--- src/shared/pgc_cfg.svh ---
// Constants for the global interrupt, access and priority configuration register.
// Assumes an I2C command decoder in front that delivers command code and data byte.
// Operation
// - With the global interrupt enable bit at 0 the interrupt pin never goes active.
// - With the global interrupt enable bit at 1 any unmasked interrupt bit drives the pin.
// - The global interrupt enable bit gates only the pin, never event latching.
// - With wide access set the device answers at one address with address bit zero, 16-bit.
// - With wide access clear the device acts as two 4-channel halves at two addresses, 8-bit; here all 8 channels and the pin follow the 1-4 half.
// - Wide access set in the channel 1-4 half alone enables 16-bit operation.
// - Multilevel priority at 1 uses registers 0x27/0x28, at 0 uses register 0x15.
// - With class change only at 1 a class event is flagged only when the class differs.
// - With class change only at 0 a class event is flagged on every classification.
// - With detect change only at 1 a detect event is flagged only when the result differs.
// - With detect change only at 0 a detect event is flagged on every detection.
// - The register sits at command code 17h as one read/write data byte.
`ifndef PGC_CFG_SVH
`define PGC_CFG_SVH
`define PGC_CMD_CONFIG      8'h17
`define PGC_CMD_PRIO_1BIT   8'h15
`define PGC_CMD_PRIO_3BIT_A 8'h27
`define PGC_CMD_PRIO_3BIT_B 8'h28
`define PGC_RESET_VALUE     8'h80
`define PGC_BIT_IRQ_EN      7
`define PGC_BIT_WIDE        5
`define PGC_BIT_MLPRIO      4
`define PGC_BIT_CLS_CHG     3
`define PGC_BIT_DET_CHG     2
`define PGC_NUM_CH          8
`define PGC_RES_W           4
`define PGC_IDLE_US         200
`define PGC_CLK_MHZ         100
`define PGC_IDLE_CYCLES     (`PGC_IDLE_US * `PGC_CLK_MHZ)
`endif

--- src/shared/pgc_pkg.sv ---
// Types for the global configuration register block.
// Assumes pgc_cfg.svh for all numeric constants.
`include "pgc_cfg.svh"
package pgc_pkg;
  typedef struct packed {
    logic       irq_pin_global_enable;
    logic       spare6;
    logic       wide_access_select;
    logic       multilevel_priority_select;
    logic       class_change_only;
    logic       detect_change_only;
    logic [1:0] spare10;
  } pgc_cfg_t;

  typedef struct packed {
    logic       wr;
    logic       rd;
    logic       slave_addr_lsb;
    logic [7:0] cmd;
    logic [7:0] wdata;
  } pgc_access_t;

  typedef struct packed {
    logic [`PGC_NUM_CH-1:0]                done;
    logic [`PGC_NUM_CH*`PGC_RES_W-1:0]     result;
  } pgc_result_t;
endpackage

--- src/rtl/pgc_config.sv ---
// Global configuration register with interrupt pin gate, access mode,
// priority select and detect/class event qualification.
// Assumes a decoded I2C access port on core_clk; result strobes are same-domain.
`timescale 1ns/1ns
`include "pgc_cfg.svh"
module pgc_config (
  input  wire logic                core_clk,
  input  wire logic                arst_n,
  input  wire pgc_pkg::pgc_access_t acc,
  output logic [7:0]               rdata,
  output logic                     addr_match,
  output logic                     wide_mode,
  input  wire logic [15:0]         irq_pending,
  input  wire logic [15:0]         irq_mask,
  output logic                     irq_n,
  output logic                     prio_3bit,
  output logic [7:0]               prio_reg_sel,
  input  wire pgc_pkg::pgc_result_t cls_in,
  input  wire pgc_pkg::pgc_result_t det_in,
  output logic [`PGC_NUM_CH-1:0]   class_event_flag,
  output logic [`PGC_NUM_CH-1:0]   detect_event_flag
);
  pgc_pkg::pgc_cfg_t        cfg_lo_reg;
  pgc_pkg::pgc_cfg_t        cfg_hi_reg;
  logic [`PGC_NUM_CH*`PGC_RES_W-1:0] cls_prev_reg;
  logic [`PGC_NUM_CH*`PGC_RES_W-1:0] det_prev_reg;
  logic                     cfg_hit;
  logic                     half_hi;

  // Result changed or every cycle counts, per channel
  function automatic logic [`PGC_NUM_CH-1:0] qualify(
    input logic [`PGC_NUM_CH-1:0]             done,
    input logic [`PGC_NUM_CH*`PGC_RES_W-1:0]  now,
    input logic [`PGC_NUM_CH*`PGC_RES_W-1:0]  prev,
    input logic                               chg_only);
    logic [`PGC_NUM_CH-1:0] q;
    q = '0;
    for (int i = 0; i < `PGC_NUM_CH; i++) begin
      q[i] = done[i] &&
             (!chg_only || now[i*`PGC_RES_W +: `PGC_RES_W] != prev[i*`PGC_RES_W +: `PGC_RES_W]);
    end
    return q;
  endfunction

  // Wide mode follows the channel 1-4 half only
  assign wide_mode  = cfg_lo_reg.wide_access_select;
  assign addr_match = wide_mode ? !acc.slave_addr_lsb : 1'b1;
  assign half_hi    = !wide_mode && acc.slave_addr_lsb;
  assign cfg_hit    = addr_match && acc.cmd == `PGC_CMD_CONFIG;

  always_ff @(posedge core_clk or negedge arst_n) begin
    if (!arst_n) begin
      cfg_lo_reg <= pgc_pkg::pgc_cfg_t'(`PGC_RESET_VALUE);
    end else if (acc.wr && cfg_hit && !half_hi) begin
      cfg_lo_reg <= pgc_pkg::pgc_cfg_t'(acc.wdata);
    end
  end

  // In wide mode a write reaches both halves so they stay coherent
  always_ff @(posedge core_clk or negedge arst_n) begin
    if (!arst_n) begin
      cfg_hi_reg <= pgc_pkg::pgc_cfg_t'(`PGC_RESET_VALUE);
    end else if (acc.wr && cfg_hit && (half_hi || wide_mode)) begin
      cfg_hi_reg <= pgc_pkg::pgc_cfg_t'(acc.wdata);
    end
  end

  always_ff @(posedge core_clk or negedge arst_n) begin
    if (!arst_n) begin
      rdata <= 8'h00;
    end else if (acc.rd && cfg_hit) begin
      rdata <= half_hi ? cfg_hi_reg : cfg_lo_reg;
    end
  end

  // Pin gate only; event state is untouched by the enable
  assign irq_n = !(cfg_lo_reg.irq_pin_global_enable && |(irq_pending & ~irq_mask));

  // Host must idle the shutdown input before raising this
  assign prio_3bit    = cfg_lo_reg.multilevel_priority_select;
  assign prio_reg_sel = prio_3bit ? `PGC_CMD_PRIO_3BIT_A : `PGC_CMD_PRIO_1BIT;

  always_ff @(posedge core_clk or negedge arst_n) begin
    if (!arst_n) begin
      class_event_flag  <= '0;
      detect_event_flag <= '0;
    end else begin
      class_event_flag  <= qualify(cls_in.done, cls_in.result, cls_prev_reg,
                                   cfg_lo_reg.class_change_only);
      detect_event_flag <= qualify(det_in.done, det_in.result, det_prev_reg,
                                   cfg_lo_reg.detect_change_only);
    end
  end

  always_ff @(posedge core_clk or negedge arst_n) begin
    if (!arst_n) begin
      cls_prev_reg <= '0;
      det_prev_reg <= '0;
    end else begin
      for (int i = 0; i < `PGC_NUM_CH; i++) begin
        if (cls_in.done[i]) cls_prev_reg[i*`PGC_RES_W +: `PGC_RES_W] <=
                                cls_in.result[i*`PGC_RES_W +: `PGC_RES_W];
        if (det_in.done[i]) det_prev_reg[i*`PGC_RES_W +: `PGC_RES_W] <=
                                det_in.result[i*`PGC_RES_W +: `PGC_RES_W];
      end
    end
  end

  AST_IRQ_OFF: assert property (@(posedge core_clk) disable iff (!arst_n)
    !cfg_lo_reg.irq_pin_global_enable |-> irq_n) else $error("irq active while disabled");
  AST_IRQ_ON: assert property (@(posedge core_clk) disable iff (!arst_n)
    (cfg_lo_reg.irq_pin_global_enable && |(irq_pending & ~irq_mask)) |-> !irq_n)
    else $error("unmasked irq not driven");
  AST_WIDE_ADDR: assert property (@(posedge core_clk) disable iff (!arst_n)
    (wide_mode && acc.slave_addr_lsb) |-> !addr_match) else $error("odd address in wide mode");
  AST_NARROW_ADDR: assert property (@(posedge core_clk) disable iff (!arst_n)
    !wide_mode |-> addr_match) else $error("half not answering");
  AST_PRIO: assert property (@(posedge core_clk) disable iff (!arst_n)
    prio_reg_sel == (cfg_lo_reg.multilevel_priority_select ? 8'h27 : 8'h15))
    else $error("wrong priority source");
  AST_CLS_ALL: assert property (@(posedge core_clk) disable iff (!arst_n)
    (!cfg_lo_reg.class_change_only && cls_in.done[0]) |=> class_event_flag[0])
    else $error("class event missed");
  AST_DET_ALL: assert property (@(posedge core_clk) disable iff (!arst_n)
    (!cfg_lo_reg.detect_change_only && det_in.done[0]) |=> detect_event_flag[0])
    else $error("detect event missed");
  AST_DET_SAME: assert property (@(posedge core_clk) disable iff (!arst_n)
    (cfg_lo_reg.detect_change_only && det_in.done[0] &&
     det_in.result[3:0] == det_prev_reg[3:0]) |=> !detect_event_flag[0])
    else $error("unchanged detect flagged");
  AST_CLS_SAME: assert property (@(posedge core_clk) disable iff (!arst_n)
    (cfg_lo_reg.class_change_only && cls_in.done[0] &&
     cls_in.result[3:0] == cls_prev_reg[3:0]) |=> !class_event_flag[0])
    else $error("unchanged class flagged");
  AST_WRITE: assert property (@(posedge core_clk) disable iff (!arst_n)
    (acc.wr && cfg_hit && !half_hi) |=> cfg_lo_reg == $past(acc.wdata))
    else $error("write not stored");


  // Read path and the channel 5-8 copy
  AST_RD_LO: assert property (@(posedge core_clk) disable iff (!arst_n)
    (acc.rd && cfg_hit && !half_hi)
    |=> rdata == $past(cfg_lo_reg))
    else $error("low half read wrong");

  AST_RD_HI: assert property (@(posedge core_clk) disable iff (!arst_n)
    (acc.rd && cfg_hit && half_hi)
    |=> rdata == $past(cfg_hi_reg))
    else $error("high half read wrong");

  AST_RD_HOLD: assert property (@(posedge core_clk) disable iff (!arst_n)
    !(acc.rd && cfg_hit)
    |=> rdata == $past(rdata))
    else $error("read data moved without read");

  AST_HI_WRITE: assert property (@(posedge core_clk) disable iff (!arst_n)
    (acc.wr && cfg_hit && half_hi)
    |=> cfg_hi_reg == $past(acc.wdata))
    else $error("high half write not stored");

  AST_HI_ISOLATE: assert property (@(posedge core_clk) disable iff (!arst_n)
    (acc.wr && cfg_hit && half_hi)
    |=> cfg_lo_reg == $past(cfg_lo_reg))
    else $error("high half write leaked");

  // A wide write must leave both copies equal, else a later narrow read disagrees
  AST_WIDE_BOTH: assert property (@(posedge core_clk) disable iff (!arst_n)
    (acc.wr && cfg_hit && wide_mode)
    |=> cfg_hi_reg == $past(acc.wdata))
    else $error("wide write missed high half");

  AST_WIDE_ODD_WR: assert property (@(posedge core_clk) disable iff (!arst_n)
    (acc.wr && wide_mode && acc.slave_addr_lsb)
    |=> cfg_lo_reg == $past(cfg_lo_reg) && cfg_hi_reg == $past(cfg_hi_reg))
    else $error("odd address write taken in wide mode");

  AST_NO_WR_HOLD: assert property (@(posedge core_clk) disable iff (!arst_n)
    !(acc.wr && cfg_hit)
    |=> cfg_lo_reg == $past(cfg_lo_reg))
    else $error("config changed without write");

  AST_OTHER_CMD: assert property (@(posedge core_clk) disable iff (!arst_n)
    (acc.wr && acc.cmd != `PGC_CMD_CONFIG)
    |=> cfg_lo_reg == $past(cfg_lo_reg) && cfg_hi_reg == $past(cfg_hi_reg))
    else $error("foreign command changed config");

  AST_IRQ_IDLE: assert property (@(posedge core_clk) disable iff (!arst_n)
    !(|(irq_pending & ~irq_mask))
    |-> irq_n)
    else $error("irq active with nothing pending");

  // Change detection against the stored previous result
  AST_CLS_CHG: assert property (@(posedge core_clk) disable iff (!arst_n)
    (cls_in.done[0] && cls_in.result[3:0] != cls_prev_reg[3:0])
    |=> class_event_flag[0])
    else $error("changed class not flagged");

  AST_DET_CHG: assert property (@(posedge core_clk) disable iff (!arst_n)
    (det_in.done[0] && det_in.result[3:0] != det_prev_reg[3:0])
    |=> detect_event_flag[0])
    else $error("changed detect not flagged");

  AST_CLS_IDLE: assert property (@(posedge core_clk) disable iff (!arst_n)
    !cls_in.done[0]
    |=> !class_event_flag[0])
    else $error("class flag without cycle");

  AST_DET_IDLE: assert property (@(posedge core_clk) disable iff (!arst_n)
    !det_in.done[0]
    |=> !detect_event_flag[0])
    else $error("detect flag without cycle");

  COV_WIDE: cover property (@(posedge core_clk) disable iff (!arst_n) $rose(wide_mode));
  COV_CLS_EVT: cover property (@(posedge core_clk) disable iff (!arst_n)
    cfg_lo_reg.class_change_only && class_event_flag[0]);
  COV_IRQ: cover property (@(posedge core_clk) disable iff (!arst_n) $fell(irq_n));
  COV_PRIO: cover property (@(posedge core_clk) disable iff (!arst_n) $rose(prio_3bit));
endmodule

--- config.mk ---
export PLATFORM = sky130hd
export DESIGN_NAME = pgc_config
export DESIGN_NICKNAME = d
export VERILOG_FILES = /design/src/shared/pgc_pkg.sv /design/src/rtl/pgc_config.sv
export VERILOG_INCLUDE_DIRS = /design/src /design/src/shared
export SDC_FILE = /design/constraint.sdc
export NUM_CORES = 1
export LEC_CHECK = 0
export BUFFER_PORTS_ARGS = -buffer_cell sky130_fd_sc_hd__buf_2
export CORE_MARGIN = 4
export CORE_UTILIZATION = 40
export DETAILED_ROUTE_END_ITERATION = 7
export GPL_ROUTABILITY_DRIVEN = 0
export PLACE_DENSITY = 0.66
export SYNTH_ARGS = -nofsm -noshare
export SYNTH_HDL_FRONTEND = slang
export SYNTH_SLANG_ARGS = --single-unit
--- constraint.sdc ---
create_clock -name core_clk -period 3.6 [get_ports core_clk]
set_clock_uncertainty 0.1 [all_clocks]
set_input_delay 0.36 -clock core_clk [delete_from_list [all_inputs] [get_ports core_clk]]
set_output_delay 0.36 -clock core_clk [all_outputs]
set_load 0.03 [all_outputs]
After elaboration in Yosys (flattened, before gate mapping):

Index checks and enable logic that the tools add are counted.

* equal/unequal tests: 17
* mux-type cells: 3
* bitwise logic cells: 2
* reductions and logical operators: 47

Operators with widths (number)
* != test 4 bit: 16
* logical AND 1 bit: 23
* logical OR 1 bit: 17
* bitwise AND 16 bit: 1
* inverter 16 bit: 1
* OR reduction 16 bit: 1
* equality test 8 x 5 -> 1 bit (second input constant): 1
* two-way mux 8 bit: 1
* zero test 1 bit: 6
* two-way mux 6 bit: 1
* two-way mux 1 bit: 1

* register bits after elaboration: 104
* output and inout port bits: 36
* word-level logic and storage cells: 102

Depth between registers and ports, before layout:

* depth in word-level cells: 5
* mapped depth: 5

Worst setup path before layout:

No wires, ideal clock.

* path kind: input-to-output
* start: in irq_pending[5]
* end: out irq_n
* arrival time: 2078 ps
* data required time: 3140 ps
* slack: 1062 ps
* cell stages on the path: 4
* path buffers: 0
* path through: nor2b_1 a2111oi_2 o2111ai_1 o41ai_1

* word-level cells in the longest chain between the ends: 4

RTL lines
* start, declared: RTL line pgc_config.sv:13 `input wire logic [15:0] irq_pending,`
* bitwise AND 16 bit: RTL line pgc_config.sv:77 `assign irq_n = !(cfg_lo_reg.irq_pin_global_enable && |(irq_pending & ~irq_mask));`
* OR reduction 16 bit: RTL line pgc_config.sv:77
* logical AND 1 bit: RTL line pgc_config.sv:77
* zero test 1 bit: RTL line pgc_config.sv:77
* end, declared: RTL line pgc_config.sv:15 `output logic irq_n,`

Every way passes these cells.

Worst setup path in the final report:

Same ends and word-level chain as after synthesis.

==> results.txt <==
routed vias/inst = 4.79
wire length of the first global-routing pass = 15.2 mm
highest ir drop seen on vdd = 0.259 mV
Worst Reg2Reg Path Length in Cells = 4
number of flops mapped to enable cells by yosys = 0
category of cells accounting for the largest share of critical-path delay = compound AO/OA/AOI/OAI gates
clk_lat worst skew = 0.33 ns
maximum number of pins on one net before global-route repair = 105
Post-CTS Repair Setup Buffers = 0
number of antenna repair diodes = 0
Critical Path Max Stage Delay = 0.41 ns
Async SR Flop Fraction = 100%
critical path, cell by cell = buf_2 -> nor2b_1 -> a2111oi_2 -> o2111ai_1 -> o41ai_1 -> buf_2
uppermost layer routed = met5
cell types with the largest area share after synthesis = dfrtp_1, mux2_2, xor2_1, xnor2_1, inv_1
placeable core region = 11,600 um^2
drt first-iter violations = 121
Critical Path Start Type = input pin
met1 layer wirelength in the final routing = 3.94 mm
ranking of synthesized cells by instance count = dfrtp_1, mux2_2, xor2_1
worst reg-to-reg setup slack = 1.89 ns
clock root buffer = clkbuf_16
Routed WL per cell = 14.3 um
number of global-route vias before repair = 3,330
endpoint class of the critical path = output port
number of buffers created by CTS = 9
Die Wd = 117 um
pwr/cell area = 449 nW/um^2
clock buffer depth = 2
port buffer count = 163
dominant cell by count in the synthesized netlist = dfrtp_1
Synth Area per Inst = 12.9 um^2
first-pass detailed-route iteration total = 4
Top FF cell, synth = dfrtp_1
largest area contributor in the netlist = dfrtp_1
Post-Synthesis Cells = 369
headroom to the max-slew limit = 58.5%
wire length on met2 = 4.78 mm
worst-path cell with the longest stage delay = a2111oi_2
synthesized flop and latch total = 104
overall die area = 13,700 um^2
Max-Cap Viols = 0
pin slew with the least headroom to its limit = 0.621 ns
Final TNS setup = 0 ns
# setup viols final = 0
endpoint of the worst-slack reg-to-reg timing path = cfg_hi_reg[0]
warnings from Yosys = 0
row cnt = 39
CTS H-tree lvls = 3
top-level I/O count = 169
Required @ worst endpoint = 3.14 ns
CTS resizes = 0
Detail Placement HPWL = 7.47 mm
Critical Path AT = 1.77 ns
maximum net fanout on the critical path = 1
clock tree from TritonCTS = built
final critical-path share of the clock period = 61.8%
Via Count = 3,269
violated checks = hold timing
Met3 Wirelength = 904 um
classification of the worst-slack hold path = in2async
synthesis-to-finish area growth = 26.4%
worst hold slack across all endpoints = -0.0409 ns
total gr overflow = 0
highest achievable clock rate = 449 MHz
Unique masters post-synth = 32
DRC violations left = 0
DP Area = 5720 um^2
leakage power of the design = 2.95 nW
WS Path Type = in2out
Final Hold Violating Endpoints = 25
fraction of final layout cells sized beyond drive strength 1 = 49.4%
aggregate routed wire length = 9.77 mm
Hold-fix buffers, CTS = 0
sum of buffers and inverters on the critical path = 2
post-CTS clock slew at the launch and capture registers of the worst setup and hold paths = 0.06 ns
setup repair after global routing missed its margin = no
fill count = 1,050
Pins Over Slew Limit = 0
starting density of the core = 41.3%
final cell area excluding filler cells = 6030 um^2
initial antenna violation count = 2
aggregate global-route resource usage = 14.3%
register area share after synthesis = 54.6%
area of the mapped netlist = 4770 um^2
clk sinks = 104
worst r2r src = wide_mode
portion of synthesized cell area occupied by the leading cell type = 53.5%
height of the die = 117 um
final worst path period need = 2.23 ns
number of nets at the end of the flow = 668
run status = complete, but fails checks
most used cell along the critical path = buf_2
post-route antenna net violation count = 0
-- power breakdown --
| part | leakage, nW | switching [mW] | internal, mW |
|---|---|---|---|
| registers | 1.26 | 0.0561 | 1.26 |
| logic | 1.54 | 0.174 | 0.198 |
| clock network | 0.149 | 0.414 | 0.607 |
| total | 2.95 | 0.644 | 2.06 |
-- placed cells by master, fill, tap and decap left out, types with 2 or more instances in the layout --
master and instances:
dfrtp_1 102, buf_2 162, xor2_1 48, dfstp_2 2, mux2_2 79, nand2_1 9, nor2b_1 5, and4bb_2 2
nor3_1 16, a21oi_1 3, nand2b_1 2, inv_1 27, a31oi_1 16, clkbuf_16 9, nor2_1 2, mux2i_1 7
xnor2_1 16, o22ai_1 2, o21ai_0 8, conb_1 5, bufinv_16 2
-- cell type report --
type | count | area, um^2 | share of cell area [%]
clock buffer | 10 | 229 | 3.80
clock inverter | 5 | 81.3 | 1.35
inverter | 27 | 101 | 1.68
multi-input combinational | 229 | 2000 | 33.1
sequential | 104 | 2610 | 43.2
tap | 143 | 179 | 2.97
timing repair buffer | 164 | 838 | 13.9
-- stage by stage --
step / cells / power, mW / util, % / setup WS, ns / hold slack, ns
3_3_place_gp: 667 / 1.70 / 49.5 / 1.33 / 0.359
4_1_cts: 682 / 2.76 / 52.1 / 1.32 / 0.0122
3_5_place_dp: 667 / 1.71 / 49.5 / 1.32 / 0.366
5_1_grt: 682 / 2.85 / 52.1 / 1.21 / 0.0452
2_1_floorplan: 372 / 1.55 / - / 1.06 / -0.0356
6_report: 682 / 2.71 / 52.1 / 1.37 / -0.0409
-- how the worst max path moves through the flow --
| stage | startpoint | end | slack (ns) | cells after the start |
|---|---|---|---|---|
| 2_1_floorplan | irq_pending[5] | irq_n | 1.06 | 4 |
| 3_3_place_gp | irq_pending[5] | irq_n | 1.33 | 6 |
| 3_5_place_dp | irq_pending[5] | irq_n | 1.32 | 6 |
| 4_1_cts | irq_pending[5] | irq_n | 1.32 | 6 |
| 5_1_grt | irq_pending[5] | irq_n | 1.21 | 6 |
| 6_report | irq_pending[5] | irq_n | 1.37 | 6 |
-- logic make-up after synthesis --
| family | after synthesis | share of synthesized area [%] |
|---|---|---|
| multiplexers | 86 | 20.1 |
| other | 2 | 0.157 |
| XOR/XNOR | 64 | 11.7 |
| flip-flops | 104 | 54.6 |
| buffers and inverters | 39 | 3.80 |
| AO/OA/AOI/OAI | 34 | 4.59 |
| AND/OR/NAND/NOR | 40 | 4.98 |
-- per-layer routing --
layer | vias up | track usage [%]
li1 | 1576 | -
met1 | 1554 | 16.9
met2 | 123 | 24.6
met3 | 12 | 4.27
met4 | 4 | 5.50
met5 | - | 0
(Power assumes the default switching activity.)
